### config.mk
export PLATFORM = sky130hd
export DESIGN_NAME = stp_device_flat
export DESIGN_NICKNAME = d
export VERILOG_FILES = /design/src/hdl/stp_pkg.sv /design/src/hdl/stp_if.sv /design/src/hdl/stp_device.sv /design/src/flat_wrapper.sv
export SDC_FILE = /design/constraint.sdc
export NUM_CORES = 1
export LEC_CHECK = 0
export BUFFER_PORTS_ARGS = -buffer_cell sky130_fd_sc_hd__buf_2
export CAP_MARGIN = 40
export CORE_ASPECT_RATIO = 1.75
export CORE_MARGIN = 2
export CORE_UTILIZATION = 30
export CTS_BUF_LIST = sky130_fd_sc_hd__clkbuf_8
export CTS_CLUSTER_SIZE = 8
export DETAILED_ROUTE_END_ITERATION = 12
export SYNTH_ARGS = -nofsm -noshare
export SYNTH_HDL_FRONTEND = slang
export SYNTH_SLANG_ARGS = --single-unit
### constraint.sdc
create_clock -name clk -period 2.41 [get_ports clk]
set_clock_uncertainty 0.1 [all_clocks]
set_input_delay 0.241 -clock clk [delete_from_list [all_inputs] [get_ports clk]]
set_output_delay 0.241 -clock clk [all_outputs]
set_load 0.1 [all_outputs]
### src/hdl/stp_pkg.sv
// speech test port: shared constants and types
`default_nettype none
package stp_pkg;
    localparam int SAMPLE_BITS    = 13;
    localparam int SAMPLE_RATE_HZ = 8000;
    localparam int BIT_RATE_HZ    = 104000;
    localparam int CLK_HZ         = 100000000;
    localparam int RST_PULSE_MS   = 4;

    // bit clock half period, rounded down
    localparam int HALF_BIT_CYC      = CLK_HZ / (2 * BIT_RATE_HZ);
    localparam int SAMPLE_PERIOD_CYC = CLK_HZ / SAMPLE_RATE_HZ;
    localparam int RST_PULSE_CYC     = RST_PULSE_MS * (CLK_HZ / 1000);

    localparam int CNT_W  = 20;
    localparam int BITS_W = 4;

    // link levels at rest and after reset
    localparam logic CLK_IDLE  = 1'b1;
    localparam logic DATA_IDLE = 1'b0;
    localparam logic [3:0] PIN_SYNC_RST = 4'h2;

    typedef logic [SAMPLE_BITS-1:0] stp_sample_t;

    // {test_ctl1, test_ctl2}
    typedef enum logic [1:0] {
        MODE_NORMAL   = 2'h0,
        MODE_DOWNLINK = 2'h1,
        MODE_UPLINK   = 2'h2,
        MODE_ACOUSTIC = 2'h3
    } stp_mode_t;
endpackage
`default_nettype wire

### src/hdl/stp_if.sv
// speech test port: link wires between device and tester
`timescale 1ns/100ps
`default_nettype none
interface stp_if;
    logic test_ctl1;
    logic test_ctl2;
    logic port_rst_b;
    logic data_to_dev;
    logic data_from_dev;
    logic data_clk;

    modport device (
        input  test_ctl1,
        input  test_ctl2,
        input  port_rst_b,
        input  data_to_dev,
        output data_from_dev,
        output data_clk
    );

    modport tester (
        output test_ctl1,
        output test_ctl2,
        output port_rst_b,
        output data_to_dev,
        input  data_from_dev,
        input  data_clk
    );
endinterface // stp_if
`default_nettype wire

### src/hdl/stp_device.sv
// speech test port: handset end, makes the data clock and switches speech paths
//
// Function
// - 13-bit samples, 8000 per second each way
// - full-duplex serial data pair at 104 kbit/s
// - port reset resets the transcoder, in the three test modes only
// - two control lines pick direction and mode
// - handset drives clock, only when data moves
// - speech paths breakable for insert and extract
// - handset obeys the control lines method
// - port reset low asserted, high released
// - two's complement words, msb first
// - sample on rise, change on fall, idle high
// - control pair decodes the four modes
`timescale 1ns/100ps
`default_nettype none
module stp_device #(
    parameter int HALF_CYC   = stp_pkg::HALF_BIT_CYC,
    parameter int SAMPLE_CYC = stp_pkg::SAMPLE_PERIOD_CYC
) (
    // system
    input  wire logic                clk,
    input  wire logic                rst_b,
    // link
    stp_if.device                    link,
    // a/d side
    input  wire stp_pkg::stp_sample_t mic_sample,
    input  wire logic                mic_strobe,
    // speech decoder side
    input  wire stp_pkg::stp_sample_t dec_sample,
    input  wire logic                dec_strobe,
    // speech encoder input
    output stp_pkg::stp_sample_t     enc_sample,
    output logic                     enc_strobe,
    // d/a input
    output stp_pkg::stp_sample_t     spk_sample,
    output logic                     spk_strobe,
    // status
    output logic                     transcoder_rst,
    output stp_pkg::stp_mode_t       test_mode
);
    typedef enum logic [1:0] {ST_IDLE, ST_LOW, ST_HIGH} stp_state_t;

    localparam int MSB = stp_pkg::SAMPLE_BITS - 1;

    // pin synchronisers: {ctl1, ctl2, port_rst_b, data}
    logic [3:0] pin_s1_reg;
    logic [3:0] pin_s2_reg;

    always_ff @(posedge clk or negedge rst_b) begin
        if (!rst_b) begin
            pin_s1_reg <= stp_pkg::PIN_SYNC_RST;
            pin_s2_reg <= stp_pkg::PIN_SYNC_RST;
        end else begin
            pin_s1_reg <= {link.test_ctl1, link.test_ctl2, link.port_rst_b, link.data_to_dev};
            pin_s2_reg <= pin_s1_reg;
        end
    end

    stp_pkg::stp_mode_t mode;
    logic               port_held;
    logic               testing;
    logic               data_in;

    assign mode      = stp_pkg::stp_mode_t'(pin_s2_reg[3:2]);
    assign port_held = !pin_s2_reg[1];
    assign data_in   = pin_s2_reg[0];
    assign testing   = (mode != stp_pkg::MODE_NORMAL);

    // link state
    stp_state_t              st_reg, st_next;
    logic [stp_pkg::CNT_W-1:0]  half_reg, half_next;
    logic [stp_pkg::BITS_W-1:0] bit_reg, bit_next;
    stp_pkg::stp_sample_t    txs_reg, txs_next;
    stp_pkg::stp_sample_t    rxs_reg, rxs_next;
    logic                    dclk_reg, dclk_next;
    logic                    dout_reg, dout_next;
    logic                    done_reg, done_next;
    logic                    start;
    logic                    half_end;

    // path state
    logic [stp_pkg::CNT_W-1:0] tick_reg, tick_next;
    logic                      pend_reg, pend_next;
    stp_pkg::stp_sample_t      out_reg, out_next;
    stp_pkg::stp_sample_t      enc_reg, enc_next;
    logic                      encs_reg, encs_next;
    stp_pkg::stp_sample_t      spk_reg, spk_next;
    logic                      spks_reg, spks_next;
    logic                      trst_reg, trst_next;
    logic                      tick;
    logic                      want;

    assign half_end = (half_reg == stp_pkg::CNT_W'(HALF_CYC - 1));

    // burst engine: one burst carries one word each way
    always_comb begin
        st_next   = st_reg;
        half_next = half_reg + stp_pkg::CNT_W'(1);
        bit_next  = bit_reg;
        txs_next  = txs_reg;
        rxs_next  = rxs_reg;
        dclk_next = dclk_reg;
        dout_next = dout_reg;
        done_next = 1'b0;
        start     = 1'b0;
        if (port_held || !testing) begin
            st_next   = ST_IDLE;
            half_next = '0;
            bit_next  = '0;
            dclk_next = stp_pkg::CLK_IDLE;
            dout_next = stp_pkg::DATA_IDLE;
        end else begin
            case (st_reg)
                ST_IDLE: begin
                    half_next = '0;
                    if (pend_reg) begin
                        start     = 1'b1;
                        st_next   = ST_LOW;
                        bit_next  = '0;
                        dclk_next = 1'b0;
                        dout_next = out_reg[MSB];
                        txs_next  = {out_reg[MSB-1:0], 1'b0};
                    end
                end
                ST_LOW: begin
                    if (half_end) begin
                        half_next = '0;
                        dclk_next = 1'b1;
                        rxs_next  = {rxs_reg[MSB-1:0], data_in};
                        bit_next  = bit_reg + stp_pkg::BITS_W'(1);
                        st_next   = ST_HIGH;
                    end
                end
                ST_HIGH: begin
                    if (half_end) begin
                        half_next = '0;
                        if (bit_reg == stp_pkg::BITS_W'(stp_pkg::SAMPLE_BITS)) begin
                            st_next   = ST_IDLE;
                            done_next = 1'b1;
                        end else begin
                            st_next   = ST_LOW;
                            dclk_next = 1'b0;
                            dout_next = txs_reg[MSB];
                            txs_next  = {txs_reg[MSB-1:0], 1'b0};
                        end
                    end
                end
                default: begin
                    st_next = ST_IDLE;
                end
            endcase
        end
    end

    always_ff @(posedge clk or negedge rst_b) begin
        if (!rst_b) begin
            st_reg   <= ST_IDLE;
            half_reg <= '0;
            bit_reg  <= '0;
            txs_reg  <= '0;
            rxs_reg  <= '0;
            dclk_reg <= stp_pkg::CLK_IDLE;
            dout_reg <= stp_pkg::DATA_IDLE;
            done_reg <= 1'b0;
        end else begin
            st_reg   <= st_next;
            half_reg <= half_next;
            bit_reg  <= bit_next;
            txs_reg  <= txs_next;
            rxs_reg  <= rxs_next;
            dclk_reg <= dclk_next;
            dout_reg <= dout_next;
            done_reg <= done_next;
        end
    end

    assign tick = (tick_reg == stp_pkg::CNT_W'(SAMPLE_CYC - 1));
    // downlink bursts when a decoded word is ready, others at sample rate
    assign want = (mode == stp_pkg::MODE_DOWNLINK) ? dec_strobe : tick;

    // path switch and burst requests
    always_comb begin
        tick_next = tick ? '0 : tick_reg + stp_pkg::CNT_W'(1);
        pend_next = pend_reg;
        out_next  = out_reg;
        enc_next  = enc_reg;
        encs_next = 1'b0;
        spk_next  = spk_reg;
        spks_next = 1'b0;
        trst_next = port_held && testing;
        if (port_held || !testing) begin
            pend_next = 1'b0;
            tick_next = '0;
        end else if (want) begin
            pend_next = 1'b1; // set wins over start
        end else if (start) begin
            pend_next = 1'b0;
        end
        // extract: decoder words in downlink, a/d words in acoustic
        if (mode == stp_pkg::MODE_DOWNLINK && dec_strobe) begin
            out_next = dec_sample;
        end else if (mode == stp_pkg::MODE_ACOUSTIC && mic_strobe) begin
            out_next = mic_sample;
        end else if (mode == stp_pkg::MODE_UPLINK) begin
            out_next = '0;
        end
        // insert: link words feed the encoder in uplink
        if (mode == stp_pkg::MODE_UPLINK) begin
            encs_next = done_reg;
            if (done_reg) begin
                enc_next = rxs_reg;
            end
        end else begin
            encs_next = mic_strobe;
            if (mic_strobe) begin
                enc_next = mic_sample;
            end
        end
        // insert: link words feed the d/a in acoustic
        if (mode == stp_pkg::MODE_ACOUSTIC) begin
            spks_next = done_reg;
            if (done_reg) begin
                spk_next = rxs_reg;
            end
        end else begin
            spks_next = dec_strobe;
            if (dec_strobe) begin
                spk_next = dec_sample;
            end
        end
    end

    always_ff @(posedge clk or negedge rst_b) begin
        if (!rst_b) begin
            tick_reg <= '0;
            pend_reg <= 1'b0;
            out_reg  <= '0;
            enc_reg  <= '0;
            encs_reg <= 1'b0;
            spk_reg  <= '0;
            spks_reg <= 1'b0;
            trst_reg <= 1'b0;
        end else begin
            tick_reg <= tick_next;
            pend_reg <= pend_next;
            out_reg  <= out_next;
            enc_reg  <= enc_next;
            encs_reg <= encs_next;
            spk_reg  <= spk_next;
            spks_reg <= spks_next;
            trst_reg <= trst_next;
        end
    end

    assign link.data_clk      = dclk_reg;
    assign link.data_from_dev = dout_reg;
    assign enc_sample         = enc_reg;
    assign enc_strobe         = encs_reg;
    assign spk_sample         = spk_reg;
    assign spk_strobe         = spks_reg;
    assign transcoder_rst     = trst_reg;
    assign test_mode          = mode;
endmodule // stp_device
`default_nettype wire

### src/flat_wrapper.sv
// flat-port wrapper written by rule: the top's interface ports become plain ports
module stp_device_flat 
#(
    parameter int HALF_CYC   = stp_pkg::HALF_BIT_CYC,
    parameter int SAMPLE_CYC = stp_pkg::SAMPLE_PERIOD_CYC
)
  (clk, rst_b, mic_sample, mic_strobe, dec_sample, dec_strobe, enc_sample, enc_strobe, spk_sample, spk_strobe, transcoder_rst, test_mode, link_test_ctl1, link_test_ctl2, link_port_rst_b, link_data_to_dev, link_data_from_dev, link_data_clk);
  stp_if link_i ();
  input  wire logic clk;
  input  wire logic rst_b;
  input  wire stp_pkg::stp_sample_t mic_sample;
  input  wire logic mic_strobe;
  input  wire stp_pkg::stp_sample_t dec_sample;
  input  wire logic dec_strobe;
  output stp_pkg::stp_sample_t enc_sample;
  output logic enc_strobe;
  output stp_pkg::stp_sample_t spk_sample;
  output logic spk_strobe;
  output logic transcoder_rst;
  output stp_pkg::stp_mode_t test_mode;
  input wire logic [$bits(link_i.test_ctl1)-1:0] link_test_ctl1;
  input wire logic [$bits(link_i.test_ctl2)-1:0] link_test_ctl2;
  input wire logic [$bits(link_i.port_rst_b)-1:0] link_port_rst_b;
  input wire logic [$bits(link_i.data_to_dev)-1:0] link_data_to_dev;
  output wire logic [$bits(link_i.data_from_dev)-1:0] link_data_from_dev;
  output wire logic [$bits(link_i.data_clk)-1:0] link_data_clk;
  assign link_i.test_ctl1 = link_test_ctl1;
  assign link_i.test_ctl2 = link_test_ctl2;
  assign link_i.port_rst_b = link_port_rst_b;
  assign link_i.data_to_dev = link_data_to_dev;
  assign link_data_from_dev = link_i.data_from_dev;
  assign link_data_clk = link_i.data_clk;
  stp_device #(.HALF_CYC(HALF_CYC), .SAMPLE_CYC(SAMPLE_CYC)) u_core (.clk(clk), .rst_b(rst_b), .link(link_i), .mic_sample(mic_sample), .mic_strobe(mic_strobe), .dec_sample(dec_sample), .dec_strobe(dec_strobe), .enc_sample(enc_sample), .enc_strobe(enc_strobe), .spk_sample(spk_sample), .spk_strobe(spk_strobe), .transcoder_rst(transcoder_rst), .test_mode(test_mode));
endmodule
Word level (Yosys, flattened, before mapping)
Cells that the tools add are included.
{ "word_totals": {"regBits": 126, "in_bits": 34, "wordCells": 115} }
{ "op_classes": {"bitwise": 1, "add_sub_neg": 3, "n_reduce_logical": 25, "n_mux": 51, "eq_ne": 17} }
{ "op_table": {"columns": ["operator", "n"], "rows": [
  ["$mux 13", 11],
  ["$mux 20", 4],
  ["$add 20x1->20 const B", 2],
  ["$pmux 20 s2", 1],
  ["$pmux 13 s2", 1],
  ["$mux 1", 23],
  ["$eq 20x14->1 const B", 1],
  ["$eq 20x9->1 const B", 1],
  ["$mux 4", 3],
  ["$reduce_bool 3->1", 4],
  ["$reduce_and 5->1", 2],
  ["$ne 3x1->1 const B", 3],
  ["$reduce_and 3->1", 3],
  ["$mux 2", 4],
  ["$ne 2x1->1 const B", 4],
  ["$pmux 4 s2", 1],
  ["$reduce_bool 2->1", 4],
  ["$eq 2x2->1 const B", 3],
  ["$pmux 2 s3", 1],
  ["$add 4x1->4 const B", 1],
  ["$eq 2x1->1 const B", 2],
  ["$eq 4x4->1 const B", 1],
  ["$reduce_and 2->1", 2],
  ["$reduce_and 4->1", 1],
  ["11 further kinds", 14]
]} }

Longest topological paths before layout
{ "logic_depth": {"ltp_word": 7, "depth_mapped": 8, "ltp_nobuf": 6} }

Worst setup path before layout
OpenSTA, ideal clock, no wires.
{ "synth_timing": {"path_type": "register -> register", "startpoint": "reg u_core.half_reg[14] (netlist name)", "endpoint": "reg u_core.rxs_reg[10]", "path_stages_with_launch": 7, "setup_slack_ns": 0.018, "arrival_ns": 2.167, "synth_period_minus_slack_ns": 2.392, "path_buffers": 2, "setup_ns": 0.125, "path_cell_list": "dfrtp_1 or4_4 or3_1 buf_6 nor3_4 buf_4 mux2_2"} }
{ "synth_via": {"elab_chain_len": 2} }
{ "synth_lines": {"columns": ["item", "line", "rtl"], "rows": [
  ["from (decl)", "stp_device.sv:72", "logic [stp_pkg::CNT_W-1:0] half_reg, half_next;"],
  ["from (signal assigned)", "stp_device.sv:168", "half_reg <= half_next;"],
  ["$eq 20x9->1", "stp_device.sv:94", "assign half_end = (half_reg == stp_pkg::CNT_W'(HALF_CYC - 1));"],
  ["$reduce_and 3->1 (no source line)", null, null],
  ["to (signal assigned)", "stp_device.sv:171", "rxs_reg <= rxs_next;"],
  ["to (decl)", "stp_device.sv:75", "stp_pkg::stp_sample_t rxs_reg, rxs_next;"]
]} }
Every way passes these cells.
A chain may end at the register's enable or synchronous reset.

Worst setup path in the final report
{ "layout_timing": {"startpoint": "reg u_core.pin_s2_reg[3]", "endpoint": "reg u_core.out_reg[8]"} }
{ "layout_via": {"elab_chain_len": 4, "elab_cells_between_ends": 8, "cone_classes": "eq/ne: 3; mux: 2; reduce/logical: 3"} }
{ "layout_lines": {"columns": ["item", "line", "rtl"], "rows": [
  ["from (decl)", "stp_device.sv:48", "logic [3:0] pin_s2_reg;"],
  ["from (signal assigned)", "stp_device.sv:53", "pin_s2_reg <= stp_pkg::PIN_SYNC_RST;"],
  ["from (signal assigned)", "stp_device.sv:56", "pin_s2_reg <= pin_s1_reg;"],
  ["$eq 2x2->1", "stp_device.sv:203", "end else if (mode == stp_pkg::MODE_ACOUSTIC && mic_strobe) begin"],
  ["$logic_and 1x1->1", "stp_device.sv:203", null],
  ["$mux 13", "stp_device.sv:203", null],
  ["$mux 13", "stp_device.sv:201", "if (mode == stp_pkg::MODE_DOWNLINK && dec_strobe) begin"],
  ["to (signal assigned)", "stp_device.sv:247", "out_reg <= out_next;"],
  ["to (decl)", "stp_device.sv:85", "stp_pkg::stp_sample_t out_reg, out_next;"]
]} }
Parallel ways exist; a longest one is shown, timed or not.

==> summary.txt <==
Timing
  • Final setup fails: 0
  • RSZ-0062 raised after global routing: false
  • Tmin final: 2.31 ns
  • Hold Fails Final Rpt: 2
  • Post-route clock period utilization: 0.957
  • Worst slew margin: 0.562
  • Final setup TNS: 0 ns
  • Hold slack final: -0.0175 ns
  • Fin. max-slew vios: 0
  • Setup ws final: slightly above 0.1 ns
  • Worst-margin pin slew: 0.656 ns
  • Peak Freq: 433 MHz

Worst setup path
  • CP Max Fanout: 19
  • CP Cell Sequence: buf_4, and3b_2, buf_12, nor3_1, buf_4, a222oi_1, dlygate4sd3_1, inv_1
  • CP max stage cell: dlygate4sd3_1
  • Worst setup startpoint: u_core.pin_s2_reg[3]
  • Critical path startpoint category: register
  • Setup CP Type: reg -> reg
  • R2r startpoint: u_core.pin_s2_reg[3]
  • Critical path capture point type: register
  • Critical path data required time: about 2.7 ns
  • Critical Path Max Stage Delay: 0.60 ns
  • CP dominant cell by count: buf_4
  • WP buf/inv: 5
  • Worst EP arrival: 2.54 ns
  • Delay-heaviest family, CP: buffers and inverters

Final layout
  • Area growth syn-to-layout: 25.6%
  • FILL cells: ~2000
  • Total Nets Final: just under 800
  • N_diodes: 0
  • Core Util, Final: 0.385
  • Ratio of cells with drive above 1 in the final layout: 0.230

Clock network
  • Post-CTS setup buffers: 0
  • Clock insertion delay at the later pin of the skew report: between 0.4 and 0.5 ns
  • Num CTS Buffers: 17
  • Root buffer cell: clkbuf_8
  • Clk pin slew, worst setup/hold paths: 0.07 ns
  • Clock sink total: between 100 and 150
  • Clock buffer depth: 2
  • CTS tree: done
  • H-tree depth: 4

Placement
  • Post-DP HPWL: between 10000 and 15000 um
  • Pre-CTS WS: roughly 0.017 ns
  • # port buffers: 66
  • Placer Congestion: 0.794

Power and ir drop
  • Pint: 3550 uW
  • Pwr Total: 5130 uW
  • Pwr Density: 658 mW/mm^2
  • Reg power frac: 0.449
  • Total leakage power: 0.00347 uW
  • Comb power frac: 0.182
  • Sw Share: 0.309
  • P_sw: 1590 uW
  • Part of the power in the clock network: 0.368
  • Peak supply drop: between 0.0005 and 0.0006 V

Die
  • Placeable Area: 0.0203 sq mm
  • IO Count: 67
  • Chip Width: 113 um
  • Die height: 194 um
  • Row count: 69
  • Die Area: 0.0219 sq mm
  • Initial Util: 0.306

Yosys
  • Most used flip-flop cell after synthesis: dfrtp_1
  • Syn Area/Cell: 10.2 sq um
  • Syn Nets: 655
  • Post-synth EDFFs: 0
  • Sequential area share after synthesis: 0.504
  • Post-Syn Instances: between 600 and 700
  • Share of synthesized registers carrying an async set or reset: 1.00
  • Top cells by area, synth: dfrtp_1 49%, mux2i_1 5.0%, nand2_1 4.4%
  • Top-area cell type share of the netlist area: 0.491
  • Post-synthesis cell type count: 59
  • Total of warnings raised by yosys: 0
  • Post-Syn Area: 0.00621 sq mm
  • Flops & latches, synth: approximately 130
  • Synth area leader: dfrtp_1

GRT
  • Remaining Overflow, GRT: 0
  • Total global-route track usage: 0.150
  • Initial antenna violation count: 0
  • Largest net degree at the start of global routing: 61
  • Global-route wire length before repair: 26300 um
  • Vias in the first global route: about 5300

Job
  • Max cap viols: 0

Routing
  • Via density per instance: 5.13
  • DR vias: 5088
  • DRC errors left: 0
  • Routed length per instance: 16.1 um
  • Pre-antenna DRT Iters: 6
  • Iter 0 DRT Violations: 307
  • Total Routed Length: 16000 um
  • Post-DRT Antenna Nets: 0

Status
  • Failing checks: hold timing
  • Outcome: complete, but fails checks

Min path
  • HP Start: mic_sample[1]
  • Worst hold-check path type: in -> reg
## cell families (layout without fill, tap and decap cells)
logic type,Yosys count,after routing,synth area share
compound gates,121,121,0.139
xor+xnor,29,29,0.0409
fa+ha+maj,9,9,0.0181
buf+inv,68,200,0.0457
flops,125,125,0.504
mux,44,44,0.0735
simple gates,216,216,0.179
## per-layer routing
layer	wire length [um]	GRT usage
met5	0	0
met4	339	0.0601
met3	459	0.0315
met2	9100	0.292
met1	6060	0.152
## Yosys cell counts (all sizes together) (2+ instances only)
library cell and instances:
mux2 13, nor3 14, o21ai 36, or4 9
nand2 72, a211oi 17, a222oi 9, nor2 30
a32oi 9, and3 6, nor2b 4, mux2i 31
ha 9, o31ai 5, dfrtp 122, or3 13
inv 26, a211o 2, and4 4, a31oi 2
buf 11, a21oi 10, nand2b 3, a221oi 4
clkbuf 31, xor2 6, a31o 3, dfstp 3
nand3 22, o211ai 13, nor4 23, nand4 10
xnor2 23
## layout make-up
type,instances,area (sq um),area share
inverters,26,97.6,0.0125
repair buffers,142,1040,0.133
well taps,248,310,0.0398
flip-flops and latches,125,3130,0.401
clock inverters,12,131,0.0168
multi-input cells,419,2820,0.361
clock buffers,20,275,0.0353
## stage by stage
stage,std cells,instance area (sq um)
after floorplan,612,6210
after global placement,929,7070
after detailed placement,930,7080
after CTS,994,7800
after global routing,992,7800
final,992,7800
## worst paths after layout
| check | depth (start not counted) | endpoint | slack [ns] |
|---|---|---|---|
| setup reg to reg | 8 | u_core.out_reg[8] | 0.10 |
| hold reg to reg | 0 | u_core.pin_s2_reg[3] | 0.25 |
| setup / recovery | 8 | u_core.out_reg[8] | 0.10 |
| min in group asynchronous | 2 | u_core.tick_reg[13] | 0.14 |
| max in group asynchronous | 3 | u_core.link.data_clk | 1.32 |
| hold / removal | 3 | u_core.out_reg[1] | -0.02 |
## worst register-to-register path: cells and delay by family, from the launching register on
family | cells | cell delay, ns
buffers and inverters | 5 | 1.16
flip-flops | 1 | 0.39
AO/OA/AOI/OAI | 1 | 0.23
AND/OR/NAND/NOR | 2 | 0.33
## what timing repair did
item | in CTS | in global routing
gates resized for setup | 0 | 5
endpoints found under the setup margin | 0 | 43
endpoints found under the hold margin | 113 | 0
hold buffers | 32 | 0
## power by group through the flow
stage	sequential (uW)	combinational [uW]	clock, uW
6_report	2310	935	1890
5_1_grt	2320	998	2010
3_5_place_dp	2350	889	0
4_1_cts	2310	946	1940
2_1_floorplan	2740	241	0
3_3_place_gp	2340	883	0
## cells in the final DEF, fill, tap and decap left out, types with 13 or more instances in the layout
cell and instances:
inv_1 31, buf_2 66, mux2_2 13, a211oi_1 17, o211ai_1 13, xnor2_1 23
nor4_1 23, mux2i_1 29, dlygate4sd3_1 30, buf_4 41, nand2_1 72, dfrtp_1 122
nor2_1 29, clkbuf_8 20, o21ai_0 34, nand3_1 22
(Power assumes the default switching activity.)
